--- config.mk ---
export PLATFORM = sky130hd
export DESIGN_NAME = rdpc_dev_flat
export DESIGN_NICKNAME = d
export VERILOG_FILES = /design/src/rdpc_pkg.sv /design/src/rdpc_if.sv /design/src/rdpc_dev.sv /design/src/flat_wrapper.sv
export SDC_FILE = /design/constraint.sdc
export NUM_CORES = 1
export LEC_CHECK = 0
export ABC_CLOCK_PERIOD_IN_PS = 2000
export CORE_MARGIN = 5
export CORE_UTILIZATION = 55
export DETAILED_ROUTE_END_ITERATION = 12
export DONT_BUFFER_PORTS = 1
export PLACE_DENSITY_LB_ADDON = 0.2
export SLEW_MARGIN = 20
export SYNTH_ARGS = -nofsm -noshare
export SYNTH_HDL_FRONTEND = slang
export SYNTH_SLANG_ARGS = --single-unit
--- constraint.sdc ---
create_clock -name REF_CLK_IN -period 2 [get_ports REF_CLK_IN]
set_clock_uncertainty 0.1 [all_clocks]
set_input_delay 0.3 -clock REF_CLK_IN [delete_from_list [all_inputs] [get_ports REF_CLK_IN]]
set_output_delay 0.3 -clock REF_CLK_IN [all_outputs]
set_load 0.05 [all_outputs]
--- src/rdpc_pkg.sv ---
// Shared constants and types for the ROM and debug protection controller.
// Assumes both ends run on one 250 MHz clock.
package rdpc_pkg;
  localparam int ADDR_W = 8;
  localparam int CMD_W = 8;
  localparam int BLK_N = 4;
  localparam logic [7:0] OFS_ROM_CTRL = 8'h00;
  localparam logic [7:0] OFS_ROM_KEY = 8'h04;
  localparam logic [7:0] OFS_DBG_MODE = 8'h08;
  localparam logic [7:0] OFS_DBG_KEY = 8'h0c;
  localparam logic [7:0] OFS_FLASH_CMD = 8'h10;
  localparam logic [7:0] OFS_STATUS = 8'h14;
  localparam logic [7:0] OFS_HOST_CTRL = 8'h80;
  localparam logic [7:0] OFS_HOST_SEQ = 8'h84;
  localparam int HOST_SPACE_BIT = 7;
  localparam logic [31:0] ROM_KEY_CODE = 32'h0000_003d;
  localparam logic [31:0] DBG_KEY_CODE = 32'h0000_00c5;
  localparam int GUARD_ON_BIT = 0;
  localparam logic GUARD_ON_RST = 1'b1;
  localparam logic [7:0] CMD_PROT_ERASE = 8'h01;
  localparam logic [7:0] CMD_PROT_PROG = 8'h02;
  localparam int ST_FLASH_PROT = 0;
  localparam int ST_ROM_PROT = 1;
  localparam int ST_DBG_PROT = 2;
  localparam int ST_BUSY = 3;
  localparam int ST_BLK_LSB = 4;
  localparam int ST_MASK_TYPE = 8;
  localparam int HC_FROM_ROM = 0;
  localparam int HC_PROBE = 1;
  localparam int HS_VAL_BIT = 2;
  typedef enum logic [2:0] {
    RDPC_IDLE = 3'b001,
    RDPC_ERASE = 3'b010,
    RDPC_CLEAR = 3'b100
  } rdpc_state_t;
  typedef enum logic [1:0] {
    RDPC_K_ROM = 2'h0,
    RDPC_K_DBG = 2'h1,
    RDPC_K_REL = 2'h2,
    RDPC_K_PROG = 2'h3
  } rdpc_kind_t;
endpackage

--- src/rdpc_if.sv ---
// Register link between the processor-side end and the protection controller.
// Assumes both ends share REF_CLK_IN; the device answers reads combinationally.
`timescale 1ns/100ps
interface rdpc_if;
  logic [7:0] addr;
  logic [31:0] wdata;
  logic wr;
  logic rd;
  logic word;
  logic from_rom;
  logic probe_en;
  logic [31:0] rdata;
  modport dev (input addr, input wdata, input wr, input rd, input word,
    input from_rom, input probe_en, output rdata);
  modport cpu (output addr, output wdata, output wr, output rd, output word,
    output from_rom, output probe_en, input rdata);
endinterface

--- src/rdpc_dev.sv ---
// Protection controller: ROM guard, debug guard and the protect-release sequence.
// Assumes the flash macro and processor core sit on REF_CLK_IN.
`timescale 1ns/100ps
module rdpc_dev
  import rdpc_pkg::*;
#(
  parameter bit IS_MASK = 1'b0
) (
  input wire logic REF_CLK_IN,
  input wire logic RST_N_IN,
  input wire logic POR_N_IN,
  input wire logic [BLK_N-1:0] BLK_PROT_IN,
  input wire logic ERASE_DONE_IN,
  rdpc_if.dev LINK,
  output logic DEBUG_SUPPORT_UNIT_EN_OUT,
  output logic DEBUG_PROBE_ENABLE_OUT,
  output logic ROM_PROT_OUT,
  output logic FLASH_CMD_VALID_OUT,
  output logic [CMD_W-1:0] FLASH_CMD_OUT,
  output logic FLASH_ERASE_OUT,
  output logic PROT_CLEAR_OUT
);
  logic guard_rst_n;
  logic flash_prot;
  logic rom_prot;
  logic dbg_prot;
  logic wr_ok;
  logic rom_on;
  logic rom_pend;
  logic dbg_on;
  logic dbg_pend;
  logic next_rom_on;
  logic next_rom_pend;
  logic next_dbg_on;
  logic next_dbg_pend;
  rdpc_state_t state;
  rdpc_state_t next_state;
  logic cmd_valid;
  logic [CMD_W-1:0] cmd_code;
  logic next_cmd_valid;
  logic [CMD_W-1:0] next_cmd_code;
  logic unit_en;
  logic probe;
  logic rom_prot_q;
  logic next_unit_en;
  logic next_probe;
  logic next_rom_prot_q;
  logic [31:0] status;

  // The guards survive warm resets in the flash part; the mask part has no power-on circuit.
  assign guard_rst_n = IS_MASK ? RST_N_IN : POR_N_IN;
  assign flash_prot = IS_MASK ? 1'b1 : &BLK_PROT_IN;
  assign rom_prot = flash_prot & rom_on;
  assign dbg_prot = flash_prot & dbg_on;
  assign wr_ok = LINK.wr & LINK.word & (~rom_prot | LINK.from_rom);

  always_comb begin
    status = 32'h0000_0000;
    status[ST_FLASH_PROT] = flash_prot;
    status[ST_ROM_PROT] = rom_prot;
    status[ST_DBG_PROT] = dbg_prot;
    status[ST_BUSY] = (state != RDPC_IDLE);
    status[ST_BLK_LSB +: BLK_N] = BLK_PROT_IN;
    status[ST_MASK_TYPE] = IS_MASK;
  end

  // Key registers have no storage, so a read of them shows zero whatever was written.
  always_comb begin
    LINK.rdata = 32'h0000_0000;
    if (LINK.rd && LINK.word) begin
      unique case (LINK.addr)
        OFS_ROM_CTRL: begin
          LINK.rdata[GUARD_ON_BIT] = rom_on;
        end
        OFS_DBG_MODE: begin
          LINK.rdata[GUARD_ON_BIT] = dbg_on;
        end
        OFS_STATUS: begin
          LINK.rdata = status;
        end
        default: begin
          LINK.rdata = 32'h0000_0000;
        end
      endcase
    end
  end

  // Guard group: a written value waits in the pending bit until the key arrives.
  always_comb begin
    next_rom_on = rom_on;
    next_rom_pend = rom_pend;
    next_dbg_on = dbg_on;
    next_dbg_pend = dbg_pend;
    if (wr_ok) begin
      unique case (LINK.addr)
        OFS_ROM_CTRL: begin
          next_rom_pend = LINK.wdata[GUARD_ON_BIT];
        end
        OFS_ROM_KEY: begin
          if (LINK.wdata == ROM_KEY_CODE) begin
            next_rom_on = rom_pend;
          end
        end
        OFS_DBG_MODE: begin
          next_dbg_pend = LINK.wdata[GUARD_ON_BIT];
        end
        OFS_DBG_KEY: begin
          if (LINK.wdata == DBG_KEY_CODE) begin
            next_dbg_on = dbg_pend;
          end
        end
        default: begin
          next_rom_on = rom_on;
        end
      endcase
    end
  end

  always_ff @(posedge REF_CLK_IN or negedge guard_rst_n) begin
    if (!guard_rst_n) begin
      rom_on <= GUARD_ON_RST;
      rom_pend <= GUARD_ON_RST;
      dbg_on <= GUARD_ON_RST;
      dbg_pend <= GUARD_ON_RST;
    end else begin
      rom_on <= next_rom_on;
      rom_pend <= next_rom_pend;
      dbg_on <= next_dbg_on;
      dbg_pend <= next_dbg_pend;
    end
  end

  // Command group: forwards flash commands and, in the flash part only, runs the erase-then-clear release.
  always_comb begin
    next_state = state;
    next_cmd_valid = 1'b0;
    next_cmd_code = cmd_code;
    unique case (state)
      RDPC_IDLE: begin
        if (wr_ok && LINK.addr == OFS_FLASH_CMD && !rom_prot) begin
          if (IS_MASK && (LINK.wdata[CMD_W-1:0] == CMD_PROT_ERASE
              || LINK.wdata[CMD_W-1:0] == CMD_PROT_PROG)) begin
            next_cmd_valid = 1'b0;
          end else if (LINK.wdata[CMD_W-1:0] == CMD_PROT_ERASE && flash_prot) begin
            next_state = RDPC_ERASE;
          end else begin
            next_cmd_valid = 1'b1;
            next_cmd_code = LINK.wdata[CMD_W-1:0];
          end
        end
      end
      RDPC_ERASE: begin
        if (ERASE_DONE_IN) begin
          next_state = RDPC_CLEAR;
        end
      end
      RDPC_CLEAR: begin
        if (BLK_PROT_IN == '0) begin
          next_state = RDPC_IDLE;
        end
      end
      default: begin
        next_state = RDPC_IDLE;
      end
    endcase
  end

  always_ff @(posedge REF_CLK_IN or negedge RST_N_IN) begin
    if (!RST_N_IN) begin
      state <= RDPC_IDLE;
      cmd_valid <= 1'b0;
      cmd_code <= '0;
    end else begin
      state <= next_state;
      cmd_valid <= next_cmd_valid;
      cmd_code <= next_cmd_code;
    end
  end

  // Output group: the ROM protect state, debug unit enable and probe enable are registered once before they leave.
  always_comb begin
    next_unit_en = ~dbg_prot;
    next_probe = LINK.probe_en;
    next_rom_prot_q = rom_prot;
  end

  always_ff @(posedge REF_CLK_IN or negedge RST_N_IN) begin
    if (!RST_N_IN) begin
      unit_en <= 1'b0;
      probe <= 1'b0;
      rom_prot_q <= 1'b1;
    end else begin
      unit_en <= next_unit_en;
      probe <= next_probe;
      rom_prot_q <= next_rom_prot_q;
    end
  end

  assign DEBUG_SUPPORT_UNIT_EN_OUT = unit_en;
  assign DEBUG_PROBE_ENABLE_OUT = probe;
  assign ROM_PROT_OUT = rom_prot_q;
  assign FLASH_CMD_VALID_OUT = cmd_valid;
  assign FLASH_CMD_OUT = cmd_code;
  assign FLASH_ERASE_OUT = state[1];
  assign PROT_CLEAR_OUT = state[2];
endmodule

--- src/flat_wrapper.sv ---
// flat-port wrapper written by rule: the top's interface ports become plain ports
module rdpc_dev_flat import rdpc_pkg::*;
#(
  parameter bit IS_MASK = 1'b0
)
  (REF_CLK_IN, RST_N_IN, POR_N_IN, BLK_PROT_IN, ERASE_DONE_IN, DEBUG_SUPPORT_UNIT_EN_OUT, DEBUG_PROBE_ENABLE_OUT, ROM_PROT_OUT, FLASH_CMD_VALID_OUT, FLASH_CMD_OUT, FLASH_ERASE_OUT, PROT_CLEAR_OUT, LINK_addr, LINK_wdata, LINK_wr, LINK_rd, LINK_word, LINK_from_rom, LINK_probe_en, LINK_rdata);
  rdpc_if LINK_i ();
  input wire logic REF_CLK_IN;
  input wire logic RST_N_IN;
  input wire logic POR_N_IN;
  input wire logic [BLK_N-1:0] BLK_PROT_IN;
  input wire logic ERASE_DONE_IN;
  output logic DEBUG_SUPPORT_UNIT_EN_OUT;
  output logic DEBUG_PROBE_ENABLE_OUT;
  output logic ROM_PROT_OUT;
  output logic FLASH_CMD_VALID_OUT;
  output logic [CMD_W-1:0] FLASH_CMD_OUT;
  output logic FLASH_ERASE_OUT;
  output logic PROT_CLEAR_OUT;
  input wire logic [$bits(LINK_i.addr)-1:0] LINK_addr;
  input wire logic [$bits(LINK_i.wdata)-1:0] LINK_wdata;
  input wire logic [$bits(LINK_i.wr)-1:0] LINK_wr;
  input wire logic [$bits(LINK_i.rd)-1:0] LINK_rd;
  input wire logic [$bits(LINK_i.word)-1:0] LINK_word;
  input wire logic [$bits(LINK_i.from_rom)-1:0] LINK_from_rom;
  input wire logic [$bits(LINK_i.probe_en)-1:0] LINK_probe_en;
  output wire logic [$bits(LINK_i.rdata)-1:0] LINK_rdata;
  assign LINK_i.addr = LINK_addr;
  assign LINK_i.wdata = LINK_wdata;
  assign LINK_i.wr = LINK_wr;
  assign LINK_i.rd = LINK_rd;
  assign LINK_i.word = LINK_word;
  assign LINK_i.from_rom = LINK_from_rom;
  assign LINK_i.probe_en = LINK_probe_en;
  assign LINK_rdata = LINK_i.rdata;
  rdpc_dev #(.IS_MASK(IS_MASK)) u_core (.REF_CLK_IN(REF_CLK_IN), .RST_N_IN(RST_N_IN), .POR_N_IN(POR_N_IN), .BLK_PROT_IN(BLK_PROT_IN), .ERASE_DONE_IN(ERASE_DONE_IN), .LINK(LINK_i), .DEBUG_SUPPORT_UNIT_EN_OUT(DEBUG_SUPPORT_UNIT_EN_OUT), .DEBUG_PROBE_ENABLE_OUT(DEBUG_PROBE_ENABLE_OUT), .ROM_PROT_OUT(ROM_PROT_OUT), .FLASH_CMD_VALID_OUT(FLASH_CMD_VALID_OUT), .FLASH_CMD_OUT(FLASH_CMD_OUT), .FLASH_ERASE_OUT(FLASH_ERASE_OUT), .PROT_CLEAR_OUT(PROT_CLEAR_OUT));
endmodule
Yosys cells after proc, flatten, opt, wreduce, memory -nomap -nowiden
Cells that the tools add are included.

word-level totals
  register bits = 19

operators by class
  equality and inequality tests = 16
  muxes and demuxes = 11
  bitwise logic cells = 8
  reductions and logical operators = 14

operators with widths
  kind                   number
  $eq A32 B6 Y1 const B  1
  $eq A32 B8 Y1 const B  1
  $mux W32               1
  $eq A8 B4 Y1 const B   2
  $eq A8 B5 Y1 const B   2
  $mux W3                4
  $pmux W3 S3            1
  $reduce_and A3 Y1      3
  $eq A8 B1 Y1 const B   1
  $eq A8 B3 Y1 const B   1
  $logic_not A8 Y1       1
  $reduce_and A4 Y1      2
  $mux W7                1
  $ne A2 B1 Y1 const B   3
  $and A1 B1 Y1          4
  $logic_and A1 B1 Y1    4
  $logic_not A4 Y1       1
  $reduce_and A2 Y1      2
  $eq A3 B1 Y1 const B   1
  $eq A3 B2 Y1 const B   1
  $eq A3 B3 Y1 const B   1
  $mux W1                3
  $ne A3 B1 Y1 const B   1
  $not A1 Y1             3
  other kinds (4)        4

Longest topological paths before layout
Gate-level depths: netlist of run 1.

  depth after elaboration = 9
  gate-level depth with buffers = 5

Worst setup path before layout of run 1
Ideal clock, no wire load.

  path kind = input-to-output
  start = input LINK_addr[1]
  end = output LINK_rdata[0]
  data arrival time = 2.918 ns
  slack = -1.318 ns
  stages = 3
  cells stage by stage = or4_4 -> or3_1 -> o41ai_1

between the ends
  word-level cells in the longest chain between the ends = 3
  elaborated cells on any way between the ends = 5

ends and longest elaborated chain
  what                                        RTL line            source
  start, declared                             flat_wrapper.sv:20  input wire logic [$bits(LINK_i.addr)-1:0] LINK_addr;
  $eq A8 B5 Y1, or another cell as far along  rdpc_dev.sv:71      unique case (LINK.addr)
  $pmux W1 S3 (*)                             rdpc_dev.sv:71
  $mux W32 (*)                                rdpc_dev.sv:70      if (LINK.rd && LINK.word) begin
  end, declared                               flat_wrapper.sv:27  output wire logic [$bits(LINK_i.rdata)-1:0] LINK_rdata;

Mark *: on every way between the ends. The rest lies on a longest branch, timed or not.

Worst setup path in the final report of run 1
Ends and elaborated chain as after synthesis.

==> flow_metrics.tcl, run 1 <==
set metrics [dict create \
    ys.flop_type "dfrtp_1" \
    relSlewSlack_pct 53.3 \
    r2r_slack_ns 0.15 \
    die_y_um 58.3 \
    async_reset_ff_share_pct 100 \
    cp.arrival_ns 1.79 \
    syn_inst 125 \
    drt-initial-drc-count 13 \
    grtUsageTotal_pct 18.9 \
    period_needed_ns 2.19 \
    drt-pass1-iter-count 3 \
    antenna_cells 0 \
    drive_gt1_share_pct 37.8 \
    synth-edff-count 0 \
    wl_per_cell_um 17.9 \
    rr_endpoint "u_core.dbg_on$_DFFE_PN1P_" \
    setup_viol 9 \
    timing_hold_violations_final 0 \
    ios 99 \
    synth_area_leaders "dfrtp_1 (25%), buf_4 (14%), dfstp_2 (12%)" \
    cts_tree "built" \
    setup_ws_ns -0.194 \
    min_period_over_period_pct 110 \
    overflow 0 \
    power.total_uw 752 \
    htreeDepth 1 \
    maxCapViolCount 0 \
    endpoint "LINK_rdata[0]" \
    cts.clk_slew.worst_paths_ns 0.10 \
    rows 17 \
    die_area_mm2 0.00340 \
    io_buffers 0 \
    slew_viol_final 0 \
    largest_reg_flops 8 \
    rsz0062_at_grt "true" \
    clk_latency_ns 0.29 \
    area_growth_pct 23.1 \
    place_area_mm2 0.00147 \
    synth.top_cell.area_share_pct 25.3 \
    grt_pass1_wl_mm 4.93 \
    cp-startpoint "LINK_addr[1]" \
    grt_antenna_before_repair 0 \
    worst_slew_pin_slew_ns 0.699 \
    via_per_inst 5.63 \
    max_freq_mhz 456 \
    synth-seq-cells 19 \
    seq_area_frac_synth_pct 37.6 \
    syn_area_mm2 0.00128 \
    start_kind "primary input" \
    grt_max_degree 16 \
    drc 0 \
    dp_hpwl_mm 2.65 \
    post_synth_num_cell_types 40 \
    clockRootBuffer "clkbuf_4" \
    path_max_fanout 3 \
    synth.avg_cell_area_um2 10.3 \
    clock_path_buffers 2 \
    power.density_mw_per_mm2 475 \
    hold_class "in -> reg" \
    detail-route-antenna-nets 0 \
    core_area_mm2 0.00221 \
    grt_pass1_vias 1016 \
    reg2regPathDepth 4 \
    synth_top_area_cell "dfrtp_1" \
    criticalPathCategory "in -> out" \
    gp_congestion 0.826 \
    wl_mm 3.15 \
    violations "setup timing" \
    design_area_mm2 0.00158 \
    post-place-ws_ns -0.233 \
    fp.dieW_um 58.3 \
    vias 990 \
    worst_ep_required_time_ns 1.60 \
    layout.nets 202 \
    cts_sinks 19 \
    ir_drop_mv 0.627 \
    cp-end-kind "output port" \
    yosys_warnings 0 \
    floorplan.initialDensity_pct 58.1 \
    status "complete, but fails checks" \
    p_leak_uw 0.000681 \
    r2r_start "u_core.rom_on$_DFFE_PN1P_" \
    nFillCells 164 \
    cts_buffers 3 \
]
-- worst min-delay path by stage --
stage,startpoint,to,slack [ns],cells past startpoint
floorplan,RST_N_IN,u_core.DEBUG_PROBE_ENABLE_OUT$_DFF_PN0_,-0.1,0
global placement,RST_N_IN,u_core.DEBUG_SUPPORT_UNIT_EN_OUT$_DFF_PN0_,-0.1,0
detailed placement,RST_N_IN,u_core.DEBUG_SUPPORT_UNIT_EN_OUT$_DFF_PN0_,-0.1,0
CTS,LINK_wdata[5],u_core.FLASH_CMD_OUT[5]$_DFFE_PN0P_,0.04,1
global route,LINK_wdata[1],u_core.FLASH_CMD_OUT[1]$_DFFE_PN0P_,0.01,1
finish,LINK_wdata[1],u_core.FLASH_CMD_OUT[1]$_DFFE_PN0P_,0.05,1
-- synthesized netlist by cell type (all sizes together), types with 2 or more instances --
cell type,count
nor3b,2
a2111oi,3
o22ai,2
or4,2
dfstp,6
nand3b,3
nand3,2
buf,24
nor2b,2
inv,2
nor3,2
nand4,2
dfrtp,13
mux2,12
nor4,8
and3,2
nor2,3
or3,5
nand2,8
and2,6
-- repair_timing --
| action | CTS | global route |
|---|---|---|
| resized for setup | 4 | 3 |
| hold buffers | 3 | 0 |
| pin swaps | 1 | 1 |
| setup endpoints to repair | 8 | 18 |
| buffers inserted | 2 | 1 |
| hold endpoints to repair | 20 | 0 |
-- stage by stage --
stage | utilization (%) | hold slack (ns) | std cells | setup TNS (ns)
2_1_floorplan | - | -0.0956 | 148 | -2.84
3_3_place_gp | 66.6 | -0.0952 | 166 | -2.44
3_5_place_dp | 66.6 | -0.0951 | 166 | -3.08
4_1_cts | 70.8 | 0.0413 | 175 | -1.13
5_1_grt | 71.5 | 0.0131 | 176 | -1.72
6_report | 71.5 | 0.0451 | 176 | -1.05
-- placed cells by master, fill, tap and decap left out, types with 2 or more instances in the layout --
master / count
buf_4: 12
nor4_1: 7
nand3b_1: 3
nand3_1: 2
inv_1: 2
o22ai_1: 2
and3_4: 2
nor2b_1: 2
and2_2: 3
mux2_4: 8
dfstp_2: 6
clkbuf_4: 3
nand2_1: 7
conb_1: 24
nand4_1: 2
mux2_2: 4
or3_1: 4
dfrtp_1: 13
and2_1: 2
nor2_1: 3
buf_12: 5
dlygate4sd3_1: 3
-- kinds of logic (layout without fill, tap and decap cells) --
group,after synthesis,in the layout,synth area share [%]
AO/OA/AOI/OAI,10,10,7.89
multiplexers,13,13,11.3
AND/OR/NAND/NOR,55,55,28.0
other,1,24,0.292
flip-flops,19,19,37.6
buffers and inverters,27,27,14.9
-- power breakdown --
group	internal [uW]	switching, uW
sequential	391	23.5
clock	77.5	112
combinational	25.7	121
total	495	257
-- routing by layer --
metal	share of wire (%)	GRT usage, %	up-vias	routed length [um]
met5	0	0	-	0
met4	0.38	3.31	0	12
met3	11	6.80	2	343
met2	53	33.3	49	1680
met1	35	22.1	474	1110
li1	-	-	465	-
-- cell type report --
cell class	count	area (um2)	share of cell area [%]
multi-input cells	102	798	50.5
flip-flops and latches	19	483	30.5
repair buffers	21	231	14.6
well taps	28	35.0	2.22
clock buffers	4	26.3	1.66
inverters	2	7.51	0.475
-- worst max-delay path, stage by stage --
cell	delay, ns
or4_4	0.53
or3_4	0.41
o41ai_4	0.36
buf_12	0.18
Power figures use the tool's default switching activity.
==> run 2, diff against run 1 <==
--- a/config.mk
+++ b/config.mk
@@ -5,7 +5,7 @@
 export SDC_FILE = /design/constraint.sdc
 export NUM_CORES = 1
 export LEC_CHECK = 0
-export ABC_CLOCK_PERIOD_IN_PS = 2000
+export ABC_CLOCK_PERIOD_IN_PS = 2590
 export CORE_MARGIN = 5
 export CORE_UTILIZATION = 55
 export DETAILED_ROUTE_END_ITERATION = 12
==> constraint.sdc (replaced) <==
create_clock -name REF_CLK_IN -period 2.59 [get_ports REF_CLK_IN]
set_clock_uncertainty 0.1 [all_clocks]
set_input_delay 0.3885 -clock REF_CLK_IN [delete_from_list [all_inputs] [get_ports REF_CLK_IN]]
set_output_delay 0.3885 -clock REF_CLK_IN [all_outputs]
set_load 0.05 [all_outputs]
==> run 2 against run 1 <==
- the flow now finishes without violations
- sequential power fell by 23%
- critical path depth did not move
- register-to-register slack improved by 0.45 ns
- largest power group unchanged
==> flow_metrics.tcl, run 2 (synthesis results as in run 1) <==
set metrics [dict create \
    drt-initial-drc-count 9 \
    grt_max_degree 16 \
    fp.dieW_um 58.3 \
    area_growth_pct 12.8 \
    wl_mm 3.18 \
    drive_gt1_share_pct 28.4 \
    setup_viol 0 \
    ir_drop_mv 0.359 \
    cp-end-kind "output port" \
    rows 17 \
    status "finished, final reports clean" \
    grtUsageTotal_pct 18.6 \
    cts.hold.buffers_added 2 \
    cp-startpoint "LINK_addr[1]" \
    maxCapViolCount 0 \
    instances_no_fill 169 \
    hold_class "in -> reg" \
    final_common_cell "conb_1" \
    placed_cells 162 \
    max_freq_mhz 414 \
    slew_viol_final 0 \
    io_buffers 0 \
    endpoint "LINK_rdata[0]" \
    clock_path_buffers 2 \
    worst_slew_pin_slew_ns 0.643 \
    gp_congestion 0.814 \
    clk_latency_ns 0.29 \
    period_needed_ns 2.41 \
    via_per_inst 5.89 \
    die_y_um 58.3 \
    post-place-ws_ns 0.142 \
    cts_sinks 19 \
    start_kind "primary input" \
    timing_hold_violations_final 0 \
    rr_endpoint "u_core.FLASH_CMD_OUT[2]$_DFFE_PN0P_" \
    grt_antenna_before_repair 0 \
    power.density_mw_per_mm2 393 \
    overflow 0 \
    clockRootBuffer "clkbuf_4" \
    cp_slowest_cell "or4_4" \
    routed.top_layer "met4" \
    design_area_mm2 0.00145 \
    post_cts.repair.setup_buffers 0 \
    core_area_mm2 0.00221 \
    die_area_mm2 0.00340 \
    floorplan.initialDensity_pct 58.1 \
    htreeDepth 1 \
    layout.nets 195 \
    path_max_fanout 6 \
    setup_ws_ns 0.177 \
    place_area_mm2 0.00139 \
    min_period_over_period_pct 93.2 \
    cts_resized 0 \
    vias 995 \
    wl_per_cell_um 18.8 \
    r2r_start "u_core.state[1]$_DFFE_PN0P_" \
    route.met3.wl_um 448 \
    cts_buffers 3 \
    p_leak_uw 0.000603 \
    rsz0062_at_grt "false" \
    cpPeakStageDelay_ns 0.57 \
    drc 0 \
    detail-route-antenna-nets 0 \
    cts_tree "built" \
    r2r_slack_ns 0.60 \
    ios 99 \
    largest_reg_flops 8 \
    relSlewSlack_pct 57.0 \
    final_cell_mix "conb_1 (24), dfrtp_1 (13), mux2_2 (12)" \
    drt-pass1-iter-count 2 \
    worst_ep_required_time_ns 2.10 \
    drt-met1-wl_mm 1.02 \
    grt_pass1_wl_mm 4.91 \
    path_cells "or4_4 -> or3_1 -> o41ai_2 -> buf_4" \
    cp.arrival_ns 1.92 \
    reg2regPathDepth 4 \
    antenna_cells 0 \
    wl_met2_mm 1.69 \
    grt_pass1_vias 1018 \
    criticalPathCategory "in -> out" \
    cts.clk_slew.worst_paths_ns 0.10 \
    dp_hpwl_mm 2.77 \
]
[run 2: cell count changes in the layout (fill, tap and decap cells not counted), moves of 2 or more]
cell,previous run,this run
and2_1,2,6
and3_4,2,0
mux2_2,4,12
buf_4,12,5
and2_2,3,0
and3_1,0,2
mux2_4,8,0
[run 2: metal layers]
metal	track usage, %	vias to the layer above
li1	-	450
met1	19.6	482
met2	34.8	61
met3	6.58	2
met4	4.97	0
met5	0	-
[run 2: layout make-up]
type                       count  area, um2
fill                         204        763
multi-input combinational    102        709
sequential                    19        483
timing repair buffer          14        188
tap                           28       35.0
clock buffer                   4       26.3
inverter                       2       7.51
[run 2: worst min-delay path by stage]
stage                  startpoint                                      end  slack [ns]  cells past startpoint
global route        LINK_wdata[0]      u_core.FLASH_CMD_OUT[0]$_DFFE_PN0P_        0.13                      1
detailed placement       RST_N_IN      u_core.FLASH_CMD_OUT[7]$_DFFE_PN0P_      -0.007                      0
CTS                 LINK_probe_en  u_core.DEBUG_PROBE_ENABLE_OUT$_DFF_PN0_        0.01                      0
global placement         RST_N_IN      u_core.FLASH_CMD_OUT[6]$_DFFE_PN0P_      -0.007                      0
floorplan                RST_N_IN  u_core.DEBUG_PROBE_ENABLE_OUT$_DFF_PN0_      -0.007                      0
finish              LINK_wdata[1]      u_core.FLASH_CMD_OUT[1]$_DFFE_PN0P_        0.14                      1
[run 2: critical path, delay by kind of cell]
kind / cells / cell delay (ns)
AOI/OAI and AO/OA: 1 / 0.30
buffers and inverters: 1 / 0.25
and+or+nand+nor: 2 / 0.99
[run 2: through the flow]
stage          setup TNS (ns)  total power, uW  hold WS, ns  utilization (%)
6_report                    0              569        0.144             65.5
2_1_floorplan          -0.269              446     -0.00709                -
3_3_place_gp                0              420     -0.00668             63.0
5_1_grt                     0              590        0.134             65.5
3_5_place_dp                0              421     -0.00673             63.0
4_1_cts                     0              569       0.0134             65.0
[run 2: where the power goes]
group / switching, uW / internal [uW] / total, uW / leakage (uW)
sequential: 18.0 / 302 / 320 / 0.000235
clock: 84.0 / 59.8 / 144 / 0.0000150
combinational: 90.9 / 14.6 / 105 / 0.000353
total: 193 / 377 / 569 / 0.000603
==> run 3, diff against run 2 <==
--- a/config.mk
+++ b/config.mk
@@ -5,7 +5,7 @@
 export SDC_FILE = /design/constraint.sdc
 export NUM_CORES = 1
 export LEC_CHECK = 0
-export ABC_CLOCK_PERIOD_IN_PS = 2590
+export ABC_CLOCK_PERIOD_IN_PS = 2500
 export CORE_MARGIN = 5
 export CORE_UTILIZATION = 55
 export DETAILED_ROUTE_END_ITERATION = 12
==> constraint.sdc (replaced) <==
create_clock -name REF_CLK_IN -period 2.5 [get_ports REF_CLK_IN]
set_clock_uncertainty 0.1 [all_clocks]
set_input_delay 0.375 -clock REF_CLK_IN [delete_from_list [all_inputs] [get_ports REF_CLK_IN]]
set_output_delay 0.375 -clock REF_CLK_IN [all_outputs]
set_load 0.05 [all_outputs]
==> run 3 against run 2 <==
- flip-flop and latch count is the same
- via count increased by 0.40%
- cell area is 2.8% higher
- clock-buffer cell count decreased by 1
- worst setup slack got worse by 0.093 ns
- non-clock buffer count rose by 2
==> flow_metrics.tcl, run 3 (synthesis results as in run 1) <==
set metrics [dict create \
    area_growth_pct 15.9 \
    maxCapViolCount 0 \
    die_y_um 58.3 \
    design_area_mm2 0.00149 \
    instances_no_fill 171 \
    grtUsageTotal_pct 19.4 \
    grt_pass1_wl_mm 4.98 \
    period_needed_ns 2.42 \
    grt_max_degree 16 \
    drt-pass1-iter-count 4 \
    core_area_mm2 0.00221 \
    place_area_mm2 0.00143 \
    final_common_cell "conb_1" \
    nFillCells 184 \
    criticalPathCategory "in -> out" \
    start_kind "primary input" \
    hold_class "in -> reg" \
    cts_tree "built" \
    ir_drop_mv 0.357 \
    vias 999 \
    clockRootBuffer "clkbuf_4" \
    relSlewSlack_pct 57.3 \
    power.density_mw_per_mm2 399 \
    post_cts.repair.setup_buffers 0 \
    rows 17 \
    layout.nets 197 \
    io_buffers 0 \
    worst_ep_required_time_ns 2.03 \
    p_leak_uw 0.000634 \
    dp_hpwl_mm 2.89 \
    via_per_inst 5.84 \
    timing_hold_violations_final 0 \
    wl_mm 3.31 \
    min_period_over_period_pct 96.7 \
    cp.arrival_ns 1.94 \
    timing.hold.ws_ns 0.124 \
    cp-end-kind "output port" \
    cts_sinks 19 \
    cts.clk_slew.worst_paths_ns 0.10 \
    tns_ns 0 \
    fp.dieW_um 58.3 \
    grt_pass1_vias 1092 \
    clock_path_buffers 2 \
    largest_reg_flops 8 \
    worst_slew_pin_slew_ns 0.638 \
    max_freq_mhz 414 \
    antenna_cells 0 \
    grt_antenna_before_repair 0 \
    path_max_fanout 6 \
    floorplan.initialDensity_pct 58.1 \
    placed_cells 164 \
    htreeDepth 1 \
    final_cell_mix "conb_1 (24), dfrtp_1 (13), mux2_2 (12)" \
    drc 0 \
    rsz0062_at_grt "false" \
    die_area_mm2 0.00340 \
    status "finished, final reports clean" \
    cts_buffers 3 \
    overflow 0 \
    clk_latency_ns 0.30 \
    detail-route-antenna-nets 0 \
    gp_congestion 0.738 \
    setup_viol 0 \
    drt-initial-drc-count 12 \
    wl_per_cell_um 19.3 \
    drive_gt1_share_pct 30.1 \
    ios 99 \
    final_util_pct 67.3 \
    slew_viol_final 0 \
]
-- run 3: cell types whose count changed in the layout (fill, tap and decap cells not counted), sizes merged --
cell and delta:
buf +2, clkbuf -1, clkinv +1
-- run 3: path summary, 6_finish.rpt --
path,start,to,slack [ns],cells after the start
worst min register to register,u_core.dbg_on$_DFFE_PN1P_,u_core.DEBUG_SUPPORT_UNIT_EN_OUT$_DFF_PN0_,0.38,1
worst max-delay path,LINK_addr[1],LINK_rdata[0],0.08,4
max in group asynchronous,RST_N_IN,u_core.FLASH_CMD_OUT[0]$_DFFE_PN0P_,1.46,1
min in group asynchronous,RST_N_IN,u_core.DEBUG_PROBE_ENABLE_OUT$_DFF_PN0_,0.43,1
worst min-delay path,LINK_wdata[4],u_core.FLASH_CMD_OUT[4]$_DFFE_PN0P_,0.12,1
worst max register to register,u_core.state[1]$_DFFE_PN0P_,u_core.FLASH_CMD_OUT[5]$_DFFE_PN0P_,0.60,5
-- run 3: cell type report --
type	count	area, um2	area share (%)
Clock buffer	3	22.5	1.51
Clock inverter	1	5.00	0.336
Inverter	2	7.51	0.504
Multi-Input combinational cell	102	721	48.4
Sequential cell	19	483	32.4
Tap cell	28	35.0	2.35
Timing Repair Buffer	16	215	14.5
-- run 3: routing by layer --
metal  vias to the layer above  part of all wire (%)  track usage (%)
met1                       477                    30             18.6
li1                        454                     -                -
met3                         5                    13             5.04
met5                         -                     0                0
met4                         0                   1.1             7.28
met2                        63                    55             38.4
-- run 3: power breakdown --
group          switching (uW)  internal [uW]
Clock                    92.0           59.6
Combinational            94.6           15.6
Sequential               18.6            313
Total                     205            388
-- run 3: repair_timing --
action | 4_1_cts | 5_1_grt
hold endpoints to repair | 20 | 0
hold buffers | 3 | 0
resized for setup | 0 | 0
-- run 3: per-stage QoR --
step	total power (uW)	setup WS [ns]
after floorplan	462	-0.0491
after global placement	436	0.105
after detailed placement	437	0.0546
after CTS	596	0.0848
after global routing	621	0.0487
final	594	0.0836
-- run 3: worst max-delay path, stage by stage --
cell     delay (ns)
or4_4          0.58
or3_1          0.44
o41ai_4        0.37
buf_12         0.18
